## src/core/rmpi_pkg.sv

```systemverilog
/*
 RMII port interface shared definitions: rates, strap codes, frame states, fifo shape.
 assumes a single 50 MHz system clock that is also the RMII reference clock.
*/
package rmpi_pkg;
   localparam int          RMPI_CLK_MHZ       = 50;
   localparam int          RMPI_REF_MHZ       = 50;
   localparam int          RMPI_XTAL_MHZ      = 25;
   localparam int          RMPI_RATE_FAST     = 100;
   localparam int          RMPI_RATE_SLOW     = 10;
   localparam int          RMPI_SLOW_HOLD_INT = RMPI_RATE_FAST / RMPI_RATE_SLOW;
   localparam logic [3:0]  RMPI_SLOW_HOLD     = RMPI_SLOW_HOLD_INT[3:0];
   localparam logic [3:0]  RMPI_HOLD_ZERO     = 4'h0;
   localparam logic [3:0]  RMPI_HOLD_ONE      = 4'h1;
   localparam int          RMPI_DW            = 2;
   localparam int          RMPI_FIFO_W        = 3;
   localparam int          RMPI_FIFO_D        = 8;
   localparam int          RMPI_FIFO_AW       = 3;
   localparam logic        RMPI_STRAP_EXT     = 1'b0;
   localparam logic        RMPI_STRAP_XTAL    = 1'b1;
   localparam logic [1:0]  RMPI_DIBIT_ZERO    = 2'h0;

   typedef enum logic [1:0] {
      RMPI_IDLE = 2'b00,
      RMPI_DATA = 2'b01,
      RMPI_DROP = 2'b10
   } rmpi_state_t;
endpackage : rmpi_pkg

```

## src/core/rmpi_link_if.sv

```systemverilog
/*
 RMII link between the switch port and its partner (PHY or MAC).
 assumes the bench supplies the shared reference clock to both ends.
*/
interface rmpi_link_if;
   logic       ref_clk;
   logic       crs_dv;
   logic [1:0] rxd;
   logic       tx_en;
   logic [1:0] txd;
   logic       tx_er;
   logic       ref_clock_output_pin;

   modport device (input ref_clk, output crs_dv, output rxd, input tx_en, input txd,
                   input tx_er, output ref_clock_output_pin);
   modport partner (input ref_clk, input crs_dv, input rxd, output tx_en, output txd,
                    output tx_er, input ref_clock_output_pin);
endinterface : rmpi_link_if

```

## src/core/rmpi_device.sv

```systemverilog
/*
 device end of the RMII port interface on the third switch port.
 assumes clk_sys is the 50 MHz reference seen on the reference input pin;
 the crystal path is modelled by dividing clk_sys, as the board loops it back.
*/
//////////////////////////////////////////////////////////////////////////////
// Contract
// - reduced interface only on third port
// - supports 10 and 100 Mbps rates
// - one shared 50 MHz reference clock
// - separate two-bit transmit and receive paths
// - strap high drives 50 MHz reference output; the model toggles it every clk_sys cycle, giving 25 MHz
// - board loops reference output to input
// - strap low needs external 50 MHz clock
// - straps paired 0/0 or 1/1 only
// - no receive-error output; errored frames dropped
// - PHY error line flags errored incoming frames
// - collisions inferred per standard, no pin
// - device drives valid/rxd, takes tx_en/txd
// - works against PHY or MAC partner
// - crossed pin mapping with external PHY
module rmpi_device
   import rmpi_pkg::*;
(
   // system
   input  wire logic       clk_sys,
   input  wire logic       rst_b,
   input  wire logic       clk_en,
   // straps and mode
   input  wire logic       ref_clock_out_enable_strap,
   input  wire logic       ref_frequency_select_strap,
   input  wire logic       rate_fast,
   input  wire logic       half_duplex,
   // link
   rmpi_link_if.device     link,
   // switch side, egress toward the link
   input  wire logic       sw_tx_valid,
   input  wire logic [1:0] sw_tx_dibit,
   input  wire logic       sw_tx_last,
   output logic            sw_tx_ready,
   // switch side, ingress from the link
   output logic            sw_rx_valid,
   output logic [1:0]      sw_rx_dibit,
   output logic            sw_rx_last,
   output logic            sw_rx_drop,
   // status
   output logic            collision,
   output logic            strap_bad
);
   //////////////////////////////////////////////////////////////////////////
   typedef struct packed {
      logic              en_q;
      logic              sel_q;
      logic              straps_taken;
      logic              bad;
      logic              refo;
      rmpi_state_t       rx_st;
      logic [3:0]        rhold;
      logic              rx_valid;
      logic [1:0]        rx_dibit;
      logic              rx_last;
      logic              rx_drop;
      logic              crs_dv;
      logic [1:0]        rxd;
      logic [3:0]        thold;
      logic              coll;
      logic              tx_en_s1;
      logic              tx_en_s2;
      logic [1:0]        txd_s1;
      logic [1:0]        txd_s2;
      logic              tx_er_s1;
      logic              tx_er_s2;
      logic              en_s1;
      logic              en_s2;
      logic              sel_s1;
      logic              sel_s2;
      logic              fill_s1;
      logic              fill_s2;
      logic              tgap;
   } rmpi_dev_st_t;

   rmpi_dev_st_t                st;
   rmpi_dev_st_t                next_st;
   logic [3:0]                  span;
   logic                        f_valid;
   logic                        f_ready;
   logic [RMPI_FIFO_W-1:0]      f_data;
   logic                        f_pop;

   assign span = rate_fast ? RMPI_HOLD_ONE : RMPI_SLOW_HOLD;

   // egress buffer; drained one dibit per span so the switch sees back-pressure
   rmpi_fifo #(
      .WIDTH (RMPI_FIFO_W),
      .DEPTH (RMPI_FIFO_D),
      .AW    (RMPI_FIFO_AW)
   ) u_tx_fifo (
      .clk_sys   (clk_sys),
      .rst_b     (rst_b),
      .clk_en    (clk_en),
      .in_valid  (sw_tx_valid),
      .in_ready  (sw_tx_ready),
      .in_data   ({sw_tx_last, sw_tx_dibit}),
      .out_valid (f_valid),
      .out_ready (f_ready),
      .out_data  (f_data)
   );

   assign f_ready = (st.thold <= RMPI_HOLD_ONE) && !st.tgap;
   assign f_pop   = f_valid && f_ready;

   //////////////////////////////////////////////////////////////////////////
   assign link.crs_dv               = st.crs_dv;
   assign link.rxd                  = st.rxd;
   assign link.ref_clock_output_pin = st.refo;
   assign sw_rx_valid               = st.rx_valid;
   assign sw_rx_dibit               = st.rx_dibit;
   assign sw_rx_last                = st.rx_last;
   assign sw_rx_drop                = st.rx_drop;
   assign collision                 = st.coll;
   assign strap_bad                 = st.bad;

   always_comb begin
      next_st          = st;
      next_st.rx_valid = 1'b0;
      next_st.rx_last  = 1'b0;
      next_st.rx_drop  = 1'b0;
      // strap pins pass two flops; they may still settle as reset lifts
      next_st.en_s1   = ref_clock_out_enable_strap;
      next_st.en_s2   = st.en_s1;
      next_st.sel_s1  = ref_frequency_select_strap;
      next_st.sel_s2  = st.sel_s1;
      next_st.fill_s1 = 1'b1;
      next_st.fill_s2 = st.fill_s1;
      // straps caught once, when the synchroniser has filled
      if (st.fill_s2 && !st.straps_taken) begin
         next_st.straps_taken = 1'b1;
         next_st.en_q         = st.en_s2;
         next_st.sel_q        = st.sel_s2;
         next_st.bad          = (st.en_s2 != st.sel_s2);
      end
      // stand-in for the crystal-derived reference; starts on the edge that takes the strap
      next_st.refo = (next_st.en_q == RMPI_STRAP_XTAL) ? !st.refo : 1'b0;
      // link inputs synchronised (pin inputs)
      next_st.tx_en_s1 = link.tx_en;
      next_st.tx_en_s2 = st.tx_en_s1;
      next_st.txd_s1   = link.txd;
      next_st.txd_s2   = st.txd_s1;
      next_st.tx_er_s1 = link.tx_er;
      next_st.tx_er_s2 = st.tx_er_s1;
      // egress: drive valid and data, each dibit held for span cycles
      if (st.thold > RMPI_HOLD_ONE) begin
         next_st.thold = st.thold - 1'b1;
      end else if (st.tgap) begin
         // one quiet cycle after a last dibit keeps queued frames apart
         next_st.crs_dv = 1'b0;
         next_st.rxd    = RMPI_DIBIT_ZERO;
         next_st.thold  = RMPI_HOLD_ZERO;
         next_st.tgap   = 1'b0;
      end else if (f_pop) begin
         next_st.crs_dv = 1'b1;
         next_st.rxd    = f_data[RMPI_DW-1:0];
         next_st.thold  = span;
         next_st.tgap   = f_data[RMPI_DW];
      end else begin
         next_st.crs_dv = 1'b0;
         next_st.rxd    = RMPI_DIBIT_ZERO;
         next_st.thold  = RMPI_HOLD_ZERO;
      end
      // no collision pin: both directions active in half duplex
      next_st.coll = half_duplex && st.crs_dv && st.tx_en_s2;
      // ingress from partner, sampled once per span
      case (st.rx_st)
         RMPI_IDLE: begin
            if (st.tx_en_s2) begin
               next_st.rx_st    = st.tx_er_s2 ? RMPI_DROP : RMPI_DATA;
               next_st.rx_valid = !st.tx_er_s2;
               next_st.rx_drop  = st.tx_er_s2;
               next_st.rx_dibit = st.txd_s2;
               next_st.rhold    = span - 1'b1;
            end
         end
         RMPI_DATA: begin
            if (!st.tx_en_s2) begin
               next_st.rx_st   = RMPI_IDLE;
               next_st.rx_last = 1'b1;
            end else if (st.tx_er_s2) begin
               next_st.rx_st   = RMPI_DROP;
               next_st.rx_drop = 1'b1;
            end else if (st.rhold == RMPI_HOLD_ZERO) begin
               next_st.rx_valid = 1'b1;
               next_st.rx_dibit = st.txd_s2;
               next_st.rhold    = span - 1'b1;
            end else begin
               next_st.rhold = st.rhold - 1'b1;
            end
         end
         RMPI_DROP: begin
            if (!st.tx_en_s2) begin
               next_st.rx_st = RMPI_IDLE;
            end
         end
         default: begin
            next_st.rx_st = RMPI_IDLE;
         end
      endcase
   end

   always_ff @(posedge clk_sys or negedge rst_b) begin
      if (!rst_b) begin
         st <= '0;
      end else if (clk_en) begin
         st <= next_st;
      end
   end
endmodule : rmpi_device

```

## src/core/rmpi_fifo.sv

```systemverilog
/*
 small flip-flop fifo with valid/ready on both sides.
 assumes one clock; words leave in arrival order.
*/
module rmpi_fifo #(
   parameter int WIDTH = 3,
   parameter int DEPTH = 8,
   parameter int AW    = 3
) (
   // system
   input  wire logic             clk_sys,
   input  wire logic             rst_b,
   input  wire logic             clk_en,
   // fill side
   input  wire logic             in_valid,
   output logic                  in_ready,
   input  wire logic [WIDTH-1:0] in_data,
   // drain side
   output logic                  out_valid,
   input  wire logic             out_ready,
   output logic      [WIDTH-1:0] out_data
);
   typedef struct packed {
      logic [DEPTH-1:0][WIDTH-1:0] mem;
      logic [AW-1:0]               wp;
      logic [AW-1:0]               rp;
      logic [AW:0]                 cnt;
      logic                        room;
   } rmpi_fifo_st_t;

   rmpi_fifo_st_t st;
   rmpi_fifo_st_t next_st;
   logic          push;
   logic          pop;

   assign in_ready  = st.room;
   assign out_valid = (st.cnt != '0);
   assign out_data  = st.mem[st.rp];
   assign push      = in_valid && in_ready;
   assign pop       = out_valid && out_ready;

   always_comb begin
      next_st = st;
      if (push) begin
         next_st.mem[st.wp] = in_data;
         next_st.wp         = st.wp + 1'b1;
      end
      if (pop) begin
         next_st.rp = st.rp + 1'b1;
      end
      next_st.cnt = st.cnt + {{AW{1'b0}}, push} - {{AW{1'b0}}, pop};
      // ready kept in a flop so the port above sees no count decode
      next_st.room = (next_st.cnt != DEPTH[AW:0]);
   end

   always_ff @(posedge clk_sys or negedge rst_b) begin
      if (!rst_b) begin
         st <= '0;
      end else if (clk_en) begin
         st <= next_st;
      end
   end
endmodule : rmpi_fifo

```

## src/flat_wrapper.sv

```systemverilog
// flat-port wrapper written by rule: the top's interface ports become plain ports
module rmpi_device_flat import rmpi_pkg::*;
  (clk_sys, rst_b, clk_en, ref_clock_out_enable_strap, ref_frequency_select_strap, rate_fast, half_duplex, sw_tx_valid, sw_tx_dibit, sw_tx_last, sw_tx_ready, sw_rx_valid, sw_rx_dibit, sw_rx_last, sw_rx_drop, collision, strap_bad, link_ref_clk, link_crs_dv, link_rxd, link_tx_en, link_txd, link_tx_er, link_ref_clock_output_pin);
  rmpi_link_if link_i ();
  input  wire logic clk_sys;
  input  wire logic rst_b;
  input  wire logic clk_en;
  input  wire logic ref_clock_out_enable_strap;
  input  wire logic ref_frequency_select_strap;
  input  wire logic rate_fast;
  input  wire logic half_duplex;
  input  wire logic sw_tx_valid;
  input  wire logic [1:0] sw_tx_dibit;
  input  wire logic sw_tx_last;
  output logic sw_tx_ready;
  output logic sw_rx_valid;
  output logic [1:0] sw_rx_dibit;
  output logic sw_rx_last;
  output logic sw_rx_drop;
  output logic collision;
  output logic strap_bad;
  input wire logic [$bits(link_i.ref_clk)-1:0] link_ref_clk;
  output wire logic [$bits(link_i.crs_dv)-1:0] link_crs_dv;
  output wire logic [$bits(link_i.rxd)-1:0] link_rxd;
  input wire logic [$bits(link_i.tx_en)-1:0] link_tx_en;
  input wire logic [$bits(link_i.txd)-1:0] link_txd;
  input wire logic [$bits(link_i.tx_er)-1:0] link_tx_er;
  output wire logic [$bits(link_i.ref_clock_output_pin)-1:0] link_ref_clock_output_pin;
  assign link_i.ref_clk = link_ref_clk;
  assign link_crs_dv = link_i.crs_dv;
  assign link_rxd = link_i.rxd;
  assign link_i.tx_en = link_tx_en;
  assign link_i.txd = link_txd;
  assign link_i.tx_er = link_tx_er;
  assign link_ref_clock_output_pin = link_i.ref_clock_output_pin;
  rmpi_device u_core (.clk_sys(clk_sys), .rst_b(rst_b), .clk_en(clk_en), .ref_clock_out_enable_strap(ref_clock_out_enable_strap), .ref_frequency_select_strap(ref_frequency_select_strap), .rate_fast(rate_fast), .half_duplex(half_duplex), .link(link_i), .sw_tx_valid(sw_tx_valid), .sw_tx_dibit(sw_tx_dibit), .sw_tx_last(sw_tx_last), .sw_tx_ready(sw_tx_ready), .sw_rx_valid(sw_rx_valid), .sw_rx_dibit(sw_rx_dibit), .sw_rx_last(sw_rx_last), .sw_rx_drop(sw_rx_drop), .collision(collision), .strap_bad(strap_bad));
endmodule
```

## config.mk

```make
export PLATFORM = sky130hd
export DESIGN_NAME = rmpi_device_flat
export DESIGN_NICKNAME = d
export VERILOG_FILES = /design/src/core/rmpi_pkg.sv /design/src/core/rmpi_link_if.sv /design/src/core/rmpi_device.sv /design/src/core/rmpi_fifo.sv /design/src/flat_wrapper.sv
export SDC_FILE = /design/constraint.sdc
export NUM_CORES = 1
export LEC_CHECK = 0
export BUFFER_PORTS_ARGS = -buffer_cell sky130_fd_sc_hd__buf_2
export CAP_MARGIN = 20
export CORE_UTILIZATION = 35
export CTS_BUF_LIST = sky130_fd_sc_hd__clkbuf_2
export DETAILED_ROUTE_END_ITERATION = 7
export GPL_ROUTABILITY_DRIVEN = 0
export HOLD_SLACK_MARGIN = 0.08
export SLEW_MARGIN = 10
export SYNTH_ARGS = -nofsm -noshare
export SYNTH_HDL_FRONTEND = slang
export SYNTH_SLANG_ARGS = --single-unit
```

## constraint.sdc

```tcl
create_clock -name clk_sys -period 3.08 [get_ports clk_sys]
set_input_delay 0.154 -clock clk_sys [delete_from_list [all_inputs] [get_ports clk_sys]]
set_output_delay 0.154 -clock clk_sys [all_outputs]
set_load 0.01 [all_outputs]
```

==> results of run 1 <==
## worst paths after layout
kind	startpoint	endpoint	slack, ns	cells past startpoint
max in group asynchronous	rst_b	u_core.u_tx_fifo.st[27]	1.93	3
hold / removal	rst_b	u_core.st[36]	0.29	2
hold reg to reg	u_core.next_st[9]	u_core.st[9]	0.51	1
setup / recovery	u_core.st[16]	u_core.u_tx_fifo.in_ready	0.19	12
setup reg to reg	u_core.st[16]	u_core.u_tx_fifo.in_ready	0.19	12
min in group clk_sys	link_tx_en	u_core.next_st[13]	0.37	3
## repair_timing
item                       in CTS  in global routing
hold endpoints to repair       79                  0
hold buffers                   14                  0
setup buffers                   0                  3
resized for setup               0                  5
setup endpoints to repair       0                  1
## logic make-up after synthesis
| kind of cell | share of synthesized area (%) |
|---|---|
| XOR/XNOR | 1.77 |
| AO/OA/AOI/OAI | 7.09 |
| adder cells (fa/ha/maj) | 4.56 |
| buffers and inverters | 3.62 |
| flip-flops | 52.8 |
| AND/OR/NAND/NOR | 9.12 |
| multiplexers | 21.0 |
## per-layer routing
layer / global-route usage, % / vias up
met5: 0 / -
met4: 6.02 / 0
met3: 2.69 / 11
met2: 21.8 / 19
met1: 17.9 / 1086
li1: - / 1064
## critical path, cell delays in order (launching register included)
cell and delay, ns:
dfrtp_1 0.47, ha_1 0.22, or2_4 0.25, nand2_2 0.07, nor2_1 0.05, ha_1 0.28
inv_1 0.06, ha_2 0.16, inv_1 0.05, fa_1 0.55, inv_1 0.04, or4_1 0.46
o22a_1 0.17
## through the flow
| stage | hold WS [ns] | area, um2 |
|---|---|---|
| 2_1_floorplan | -0.142 | 3460 |
| 3_5_place_dp | 0.353 | 3730 |
| 5_1_grt | 0.332 | 4070 |
| 3_3_place_gp | 0.348 | 3730 |
| 6_report | 0.286 | 4070 |
| 4_1_cts | 0.272 | 4040 |
## state kept, by name, summed over array words and instances, names as in the netlist
signal                            count
u_core.sw_rx_valid                    1
u_core.collision                      1
u_core.link.ref_clock_output_pin      1
u_core.u_tx_fifo.in_ready             1
u_core.link.crs_dv                    1
u_core.sw_rx_last                     1
u_core.u_tx_fifo.st                  34
u_core.strap_bad                      1
u_core.link.rxd                       2
u_core.sw_rx_drop                     1
u_core.sw_rx_dibit                    2
u_core.next_st                        7
u_core.st                            20
## cell usage in the layout (no fill, tap or decap), types with 3 or more instances in the layout
cell type and count:
a21o_1 5, a21oi_1 8, a22o_1 4, buf_2 26
buf_4 8, bufinv_16 3, clkbuf_2 9, dfrtp_1 73
dlygate4sd3_1 14, ha_1 9, inv_1 15, mux2_2 45
mux2_4 3, mux2i_1 4, mux4_2 6, nand2_1 11
nand2b_1 6, nand4_1 3, nor2_1 19, nor3_1 4
o21ai_0 5, xnor2_1 4, xor2_1 3
## report_power, final
| part | internal [mW] | switching [mW] | leakage, nW | total (mW) |
|---|---|---|---|---|
| sequential | 1.30 | 0.278 | 0.886 | 1.57 |
| combinational | 0.707 | 0.483 | 0.863 | 1.19 |
| clock | 0.360 | 0.370 | 0.0946 | 0.729 |
## cell type report
| type | count | area, um2 |
|---|---|---|
| well taps | 129 | 161 |
| clock inverters | 7 | 126 |
| clock buffers | 9 | 45.0 |
| inverters | 17 | 63.8 |
| flip-flops and latches | 73 | 1830 |
| multi-input cells | 173 | 1520 |
| fillers | 891 | 5350 |
| repair buffers | 48 | 330 |
==> results by stage, run 1 <==
Drt:
- The highest routed metal layer is met4.
- Summing over every cut layer, the via total after detailed routing is 2180.
- The wire length after detailed routing is 6130 um.
- The detailed router put a total of 2980 um of wire on met1.
- For this run, the detailed router's first-pass iteration total came to 4.
- The count of nets left with antenna violations once routing finished came out at 0.
- The met2 wire length is 2940 um.
- For this run, design rule violations remaining after detail routing come to 0.
- The total met3 wirelength after detailed routing is 101 um.
- The final routed wire length divided by cell count is 13.4 um.
- After detailed routing, the number of vias per cell comes to 4.78.
- The first-iteration detailed-routing DRC count is 38.

Synth:
- By area the synthesized netlist is led by dfrtp_1 (53%), mux2_2 (15%), ha_1 (4.0%), mux4_2 (3.9%), nor2_1 (2.1%).
- Counting flops with a built-in enable in the synthesized netlist gives 0.
- The flip-flop and latch count after synthesis is 73.
- After synthesis, the share of flip-flops with an asynchronous set or reset is 100%.
- Sequential elements use 52.8% of the synthesized area.
- In the post-synthesis netlist, the cell with the most instances is dfrtp_1.
- The average cell area after synthesis is 12.6 um2.
- The cell area that synthesis handed to floorplanning was 3460 um2.
- The largest total area in the synthesized netlist belongs to dfrtp_1.
- For this run, the leading register cell type out of synthesis is dfrtp_1.
- The number of nets in the synthesized netlist is 302.
- The post-synthesis instance total is 274.
- Ranked by instance count, the synthesized netlist is headed by dfrtp_1 (73), mux2_2 (45), nor2_1 (19).
- For this run, the number of Yosys warnings is 0.
- Counting distinct cell types in the post-synthesis netlist gives 42.
- After synthesis, the largest area contributor takes up 52.8% of total cell area.

Pwr:
- Across the VDD grid, the largest voltage drop is 0.367 mV.
- The leakage power is 1.84 nW.
- The total chip power is 3.49 mW.
- In this run the power density over the cells is 858 nW/um2.

Setup path:
- STA puts the critical path data arrival time at 3.32 ns.
- The critical path class is reg -> reg.
- The required time of the critical path is 3.51 ns.
- The worst setup path is captured at a flip-flop.
- In this run the worst path has a maximum fanout of 4.
- The launching element type of the critical path is a flip-flop.

Clock network:
- The number of levels the H-tree was split into is 3.
- The clock passes through at most 2 buffers.
- Clock-pin slew was measured on the worst setup and hold paths at 0.22 ns.
- CTS saw 73 sinks.
- In this run the clock root is driven by a clkbuf_2.
- TritonCTS built the clock tree.
- The TritonCTS buffer count is 9.
- The clock reaches the later pin of the worst-skew pair after 0.52 ns.

STA:
- The number of hold violations in the final report is 0.
- The total setup violations reported at the end of the flow is 0.
- The final total negative setup slack is 0 ns.
- At the pin with the least slew margin, the transition time is 0.931 ns.
- The worst path meets setup with 0.190 ns of slack.
- The final clock period utilization by the worst path is 93.8%.
- In this run the tightest slew margin relative to its limit is 37.9%.
- The smallest clock period supported by the final layout is computed as 2.89 ns.
- Setup repair after global routing left no endpoint under its margin.
- The total count of max-transition violations in the final report is 0.
- The highest clock frequency the design can meet is 346 MHz.
- The clock arrives with 0.0243 ns of skew.

Job:
- Max-cap violations in this run came to 0.

Cells and area:
- The final cell utilization of the core is 43.2%.
- The ratio of cells with drive above 1 in the final layout is 35.2%.
- The final layout contains 350 nets.
- The antenna diode instance count is 0.
- Excluding fillers, the count of instances in the completed layout stands at 456.
- The area growth from synthesis to layout is 17.7%.

Floorplan:
- The placeable core region is 9420 um2.
- From left edge to right edge, the die measures 101 um.
- The number of placement rows is 35.
- The initial core utilization is 36.7%.
- The floorplan die area is 10300 um2.
- The vertical die dimension is 101 um.
- The number of placed I/O pins is 28.

Placed design:
- The number of placed instances, taps included is 423.
- The port buffer count is 26.
- Summed over all nets, the half-perimeter wirelength after detailed placement is 4300 um.
- The worst slack at placement is 0.110 ns.

Global routing:
- Global routing used 13.6% of the available tracks across all layers.
- The pin count of the biggest net entering global routing is 41.
- The total congestion overflow after global routing is 0.
- The number of antenna violations at the first check in global routing came to 0.
- The global-route wire length before repair is 10700 um.
- The via count of the first global-routing pass is 2208.

Outcome:
- The flow ran to the end, and the final reports show no timing, DRC or antenna violations.

Worst hold path:
- The worst hold path belongs to the class in -> async.
No activity file was read; power rests on OpenSTA's default activity.
==> run 2: changes to the inputs <==
--- a/config.mk
+++ b/config.mk
@@ -7,6 +7,7 @@
 export LEC_CHECK = 0
 export BUFFER_PORTS_ARGS = -buffer_cell sky130_fd_sc_hd__buf_2
 export CAP_MARGIN = 20
+export CORE_MARGIN = 2
 export CORE_UTILIZATION = 35
 export CTS_BUF_LIST = sky130_fd_sc_hd__clkbuf_2
 export DETAILED_ROUTE_END_ITERATION = 7
==> run 2 against run 1 <==
Compared with the run above: final area increased by 0.71%; total power fell by 1.4%; final cell count is 1.5% higher; clock power shrank 14%; first-iteration DRC count increased to 2.7 times the previous value; hold slack better by 0.10 ns; largest cell class unchanged; highest routed layer unchanged; sequential cell count is the same; core utilization decreased by 0.90 points; non-clock buffer count grew 3.
==> results by stage, run 2 (same netlist as run 1, synthesis figures left out) <==
Floorplan:
- The initial core utilization is 35.7%.
- 28 I/O pins were placed.
- The die is 103 um tall.
- From left edge to right edge, the die measures 103 um.
- The floorplan die area is 10700 um2.
- The placeable core region is 9680 um2.
- The floorplan has 36 rows.

Job:
- Max-cap violations in this run came to 0.

Setup path:
- The cell type group with the largest total delay on the critical path is adder cells.
- The required time of the critical path is 3.50 ns.
- STA classifies the critical path startpoint as a flip-flop.
- The data arrival time of the critical path is 3.38 ns.
- STA classifies the critical path endpoint as a flip-flop.
- Along the worst path, the maximum fanout reaches 4.
- The critical register-to-register path startpoint is u_core.st[16].
- Traced cell by cell, the critical path runs through inv_2 > ha_4 > or2_4 > nand2_4 > nor2_1 > ha_1 > inv_2 > ha_2 > inv_1 > fa_1 > inv_1 > or4_1 > o22a_1.
- Counting both buffers and inverters, the worst setup path holds a total of 4.
- The critical-path cell with the highest stage delay is fa_1.
- The critical path in this run is classified as reg -> reg.
- The slack of the worst reg-to-reg path is 0.12 ns.
- The critical register-to-register path endpoint is u_core.u_tx_fifo.in_ready.
- The worst register-to-register path has a depth of 13.
- The path length in cells of the critical path is 13.
- In this design, the stage delay of the slowest critical-path cell is 0.54 ns.

STA:
- The total count of max-transition violations in the final report was 0.
- The worst path needs 2.96 ns of the cycle, external delays included.
- The final total negative setup slack is 0 ns.
- The total setup violations reported at the end of the flow is 0.
- The transition at the pin with the smallest max-transition slack is 0.461 ns.
- The final clock period utilization by the worst path is 96.0%.
- Headroom to the max-slew limit came out at 69.3%.
- The number of hold violations in the final report is 0.
- The highest clock frequency the design can meet is 338 MHz.
- The setup slack after layout is 0.123 ns.
- Across the routed clock network, the largest skew measured is 0.0390 ns.

Pwr:
- The leakage power is 1.86 nW.
- The power per cell area is 840 nW/um2.
- The total chip power is 3.44 mW.
- Across the VDD grid, the largest voltage drop is 0.350 mV.

Cells and area:
- The flip-flop count of the largest register, all copies and words added is 34.
- The finished cells cover 4100 um2.
- The net count of the finished layout is 353.
- The top cell types in the final layout, fill and taps aside, are dfrtp_1 (73), mux2_2 (45), buf_2 (26).
- The ratio of cells with drive above 1 in the final layout is 36.4%.
- The number of cells in the finished layout apart from fillers is 463.
- The antenna diode instance count is 0.
- Leaving out fill and tap cells, the most frequent cell in the layout is dfrtp_1.
- The largest register by flop count is u_core.u_tx_fifo.st.
- From synthesis to final layout, the design area changed by 18.5%.

Placed design:
- The placed standard-cell area is 3730 um2.
- The wire-length estimate of the detail-placed layout is 4400 um.
- The worst slack at placement is 0.0818 ns.
- Including well taps, the total number of placed cells is 427.
- Port buffering added 26 buffers.

Drt:
- The total vias in the final route is 2201.
- For this block, the initial DRC count from the detailed router was 104.
- The wire length after detailed routing is 6320 um.
- The total DRC errors in the routed layout is 0.
- The number of detailed-route iterations in the first pass is 4.
- After detailed routing, the number of vias per cell comes to 4.75.
- The remaining antenna violation count is 0.
- The final routed wire length divided by cell count is 13.6 um.

Worst hold path:
- The worst hold path belongs to the class in -> reg.
- The startpoint identified for the worst hold timing path is link_txd[1].
- For hold timing, the worst endpoint is u_core.next_st[10].
- The number of cells on the worst hold path is 3.

Clock network:
- The tree is rooted in a clkbuf_2.
- The number of clock sinks is 73.
- The clock slew seen by the registers of the worst setup and hold paths is 0.22 ns.
- The number of buffers on the longest clock path is 2.
- The TritonCTS buffer count is 9.
- The TritonCTS clock tree is yes.
- The number of levels the H-tree was split into is 3.
- The clock latency reported for the late side of the worst-skew pair is 0.51 ns.

Outcome:
- The run finished with clean final reports.

Global routing:
- The number of antenna violations at the first check in global routing is 0.
- The via count of the first global-routing pass is 2207.
- Global routing used 13.0% of the available tracks across all layers.
- The pin count of the biggest net entering global routing is 45.
- The global-route wire length before repair is 10500 um.
- For this run the aggregate overflow at the end of global routing stands at 0.
## run 2: cell type report
type                       count  area [um2]
sequential                    73        1830
clock inverter                 6        90.1
tap                          133         166
multi-input combinational    173        1530
timing repair buffer          51         368
inverter                      17        63.8
clock buffer                  10        50.0
fill                         909        5590
## run 2: through the flow
step / util [%] / hold slack [ns]
after floorplan: - / -0.142
after detailed placement: 38.5 / 0.372
after global placement: 38.5 / 0.374
after global routing: 42.3 / 0.340
after CTS: 41.4 / 0.293
final: 42.3 / 0.391
## run 2: report_power, final
part,internal (mW),switching [mW],total [mW]
registers,1.30,0.281,1.58
logic,0.731,0.507,1.24
clock network,0.275,0.354,0.629
total,2.30,1.14,3.44
## run 2: how the worst max path moves through the flow
stage	startpoint	to	slack, ns
2_1_floorplan	u_core.st[16]	u_core.u_tx_fifo.in_ready	0.19
3_3_place_gp	u_core.st[16]	u_core.u_tx_fifo.in_ready	0.14
3_5_place_dp	u_core.st[16]	u_core.u_tx_fifo.in_ready	0.08
4_1_cts	u_core.st[16]	u_core.u_tx_fifo.in_ready	0.02
5_1_grt	u_core.st[16]	u_core.u_tx_fifo.in_ready	-0.01
6_report	u_core.st[16]	u_core.u_tx_fifo.in_ready	0.12
## run 2: per-layer routing
metal	GRT usage, %	up-vias	wire (um)
met5	0	-	0
met4	4.25	0	82
met3	3.43	7	149
met2	20.8	20	3050
met1	17.1	1098	3030
li1	-	1076	-
## run 2: repair_timing
item,CTS,global route
hold endpoints to repair,83,12
endpoints found under the setup margin,0,1
setup buffers,0,4
hold buffers,14,1
gates resized for setup,0,10
## run 2: worst reg2reg max path, delay by kind of cell, from the launching register on
| family | cells | cell delay, ns |
|---|---|---|
| buf+inv | 4 | 0.22 |
| simple gates | 4 | 0.86 |
| fa+ha+maj | 4 | 1.16 |
| compound gates | 1 | 0.17 |
| flops | 1 | 0.46 |
==> run 3: changes to the inputs <==
--- a/config.mk
+++ b/config.mk
@@ -13,6 +13,7 @@
 export DETAILED_ROUTE_END_ITERATION = 7
 export GPL_ROUTABILITY_DRIVEN = 0
 export HOLD_SLACK_MARGIN = 0.08
+export REMOVE_ABC_BUFFERS = 1
 export SLEW_MARGIN = 10
 export SYNTH_ARGS = -nofsm -noshare
 export SYNTH_HDL_FRONTEND = slang
==> run 3 against run 2 <==
Compared with the run above: sequential share of layout area is 1.1 points higher; combinational power is 6% lower; sequential cell count stayed put; count of clock-buffer cells in the layout is 1 lower; clock skew is 0.012 ns lower; register-to-register slack hardly changed; non-clock buffer count is 7 lower; final area is 2.3% lower; total power is 3.0% lower; largest cell class unchanged; hold slack worse by 0.11 ns; maximum frequency is 0.51% higher; critical path type unchanged.
==> results by stage, run 3 (same netlist as run 1, synthesis figures left out) <==
Floorplan:
- The vertical die dimension is 103 um.
- The floorplan step set the die width to 103 um.
- The number of placement rows is 36.
- 28 I/O pins were placed.
- The initial utilization of the core area, before any placement, comes to 35.7%.
- The placeable core region is 9680 um2.
- The floorplan die area is 10700 um2.

Setup path:
- The critical register-to-register path startpoint is u_core.st[16].
- The number of cells on the worst reg-to-reg path is 12.
- The required time of the critical path is 3.51 ns.
- The most numerous cell type found on the critical path is inv_1.
- The kind of cell with the highest combined delay along the critical path is adder cells.
- In this run the worst path has a maximum fanout of 4.
- STA puts the critical path data arrival time at 3.37 ns.
- The critical-path cell with the highest stage delay is fa_1.
- The peak per-stage delay on the critical path is 0.55 ns.
- The worst setup path is of the reg -> reg kind.
- The critical path goes through ha_1 > or2_4 > nand2_2 > nor2_1 > ha_1 > inv_1 > ha_2 > inv_1 > fa_1 > inv_1 > or4_1 > o22a_1.
- The critical path capture point type is a flip-flop.
- The critical path contains buffers and inverters numbering 3 combined.
- The launching element type of the critical path is a flip-flop.
- In this run the number of cells on the critical path is 12.
- The origin of the worst setup path is u_core.st[16].

Cells and area:
- The flip-flop count of the largest register, all copies and words added is 34.
- More flip-flops sit in one register than any other, and that register is u_core.u_tx_fifo.st.
- The area growth from synthesis to layout is 15.8%.
- Once layout is done, the placed cells without fillers occupy 4000 um2.
- The net count reported at finish is 346.
- The number of cells in the finished layout apart from fillers is 456.
- The leading cell type in the layout, fill and taps excluded is dfrtp_1.
- The ratio of cells with drive above 1 in the final layout is 33.4%.
- The total of fill cells in the finished design is 922.
- Measured on the finished design, the core utilization comes to 41.3%.
- The repair_antennas step left the layout with diodes totalling 0.
- In the layout the commonest cells are dfrtp_1 (73), mux2_2 (45), buf_2 (26).

Job:
- The reported max-cap violation count is 0.

Placed design:
- At the placement stage, the worst setup path has a slack of 0.105 ns.
- The number of placed instances, taps included is 426.
- The placed standard-cell area is 3720 um2.
- Port buffering added 26 buffers.
- The HPWL after detailed placement is 4320 um.

Drt:
- For this run, design rule violations remaining after detail routing come to 0.
- The first-iteration detailed-routing DRC count is 79.
- After detailed routing, the number of vias per cell comes to 4.67.
- The number of detailed-route iterations in the first pass is 4.
- The total vias in the final route is 2128.
- For this block, the routed nets add up to 6020 um of wire.
- The remaining antenna violation count is 0.
- In the final routed layout, each cell accounts on average for 13.2 um.

STA:
- Based on the critical path, the design can be clocked at up to 340 MHz.
- Setup slack on the critical path of the routed design comes to 0.138 ns.
- At the pin with the least slew margin, the transition time is 0.936 ns.
- Counting I/O delays and the setup requirement, the final critical path takes 2.94 ns.
- Across all hold checks on the routed design, the worst slack comes to 0.279 ns.
- The total count of max-transition violations in the final report is 0.
- The worst pin sits at a relative slew slack of 37.6%.
- After layout, the worst path uses 95.5% of the clock period.
- The number of hold violations in the final report was 0.
- For the final routed database, the setup TNS stands at 0 ns.
- For the final database, setup skew stands at 0.0274 ns.
- Setup repair after global routing left no endpoint under its margin.
- The total setup violations reported at the end of the flow is 0.

Global routing:
- The total overflow left after global routing is 0.
- In the global route stage, overall resource usage came out at 12.5%.
- The via count of the first global-routing pass is 2058.
- The first global-routing pass estimated 10200 um of wire.
- Entering global routing, the biggest net connects 42 pins.
- The number of antenna violations at the first check in global routing is 0.

Clock network:
- The number of levels the H-tree was split into is 3.
- The number of buffers on the longest clock path is 2.
- The TritonCTS clock tree is yes.
- Once the clock tree was built, the setup fixing pass inserted 0 buffers.
- The tree is rooted in a clkbuf_2.
- The clock slew seen by the registers of the worst setup and hold paths is 0.21 ns.
- The number of clock sinks is 73.
- The later pin in the worst-skew pair is clocked with a latency of 0.51 ns.
- The TritonCTS buffer count is 9.

Worst hold path:
- The type of the tightest min-delay check is in -> async.

Pwr:
- Power comes to 3.34 mW.
- The leakage power is 1.81 nW.
- The worst-case IR drop observed on VDD is 0.335 mV.
- Power spread over the standard cell area amounts to 834 nW/um2.

Outcome:
- The flow ran to the end, and the final reports show no timing, DRC or antenna violations.
run 3: path summary, 6_finish.rpt:
kind | to | slack [ns]
max | u_core.u_tx_fifo.in_ready | 0.14
min in group clk_sys | u_core.next_st[9] | 0.39
max in group asynchronous | u_core.u_tx_fifo.st[8] | 1.98
max reg2reg | u_core.u_tx_fifo.in_ready | 0.14
min reg2reg | u_core.sw_rx_dibit[1] | 0.50
min | u_core.st[17] | 0.28
run 3: layout make-up:
| cell class | instances | area (um2) | area share, % |
|---|---|---|---|
| sequential | 73 | 1830 | 45.6 |
| timing repair buffer | 44 | 300 | 7.50 |
| inverter | 17 | 63.8 | 1.59 |
| clock buffer | 9 | 45.0 | 1.13 |
| tap | 133 | 166 | 4.16 |
| multi-input combinational | 173 | 1520 | 37.9 |
| clock inverter | 7 | 85.1 | 2.13 |
run 3: what timing repair did:
item                                   4_1_cts  5_1_grt
resized for setup                            0        5
setup endpoints to repair                    0        1
endpoints found under the hold margin       78        0
hold buffers                                14        0
run 3: routing by layer:
metal | part of all wire (%) | up-vias | wire, um | track usage [%]
met4 | 0.95 | 0 | 57 | 3.04
li1 | - | 1054 | - | -
met1 | 49 | 1044 | 2920 | 17.3
met5 | 0 | - | 0 | 0
met3 | 3.2 | 7 | 193 | 4.23
met2 | 47 | 23 | 2850 | 19.0
run 3: where the power goes:
group	total, mW	leakage (nW)	internal, mW	switching, mW
Clock	0.592	0.0784	0.261	0.330
Sequential	1.58	0.886	1.30	0.280
Combinational	1.17	0.844	0.691	0.481
Total	3.34	1.81	2.25	1.09
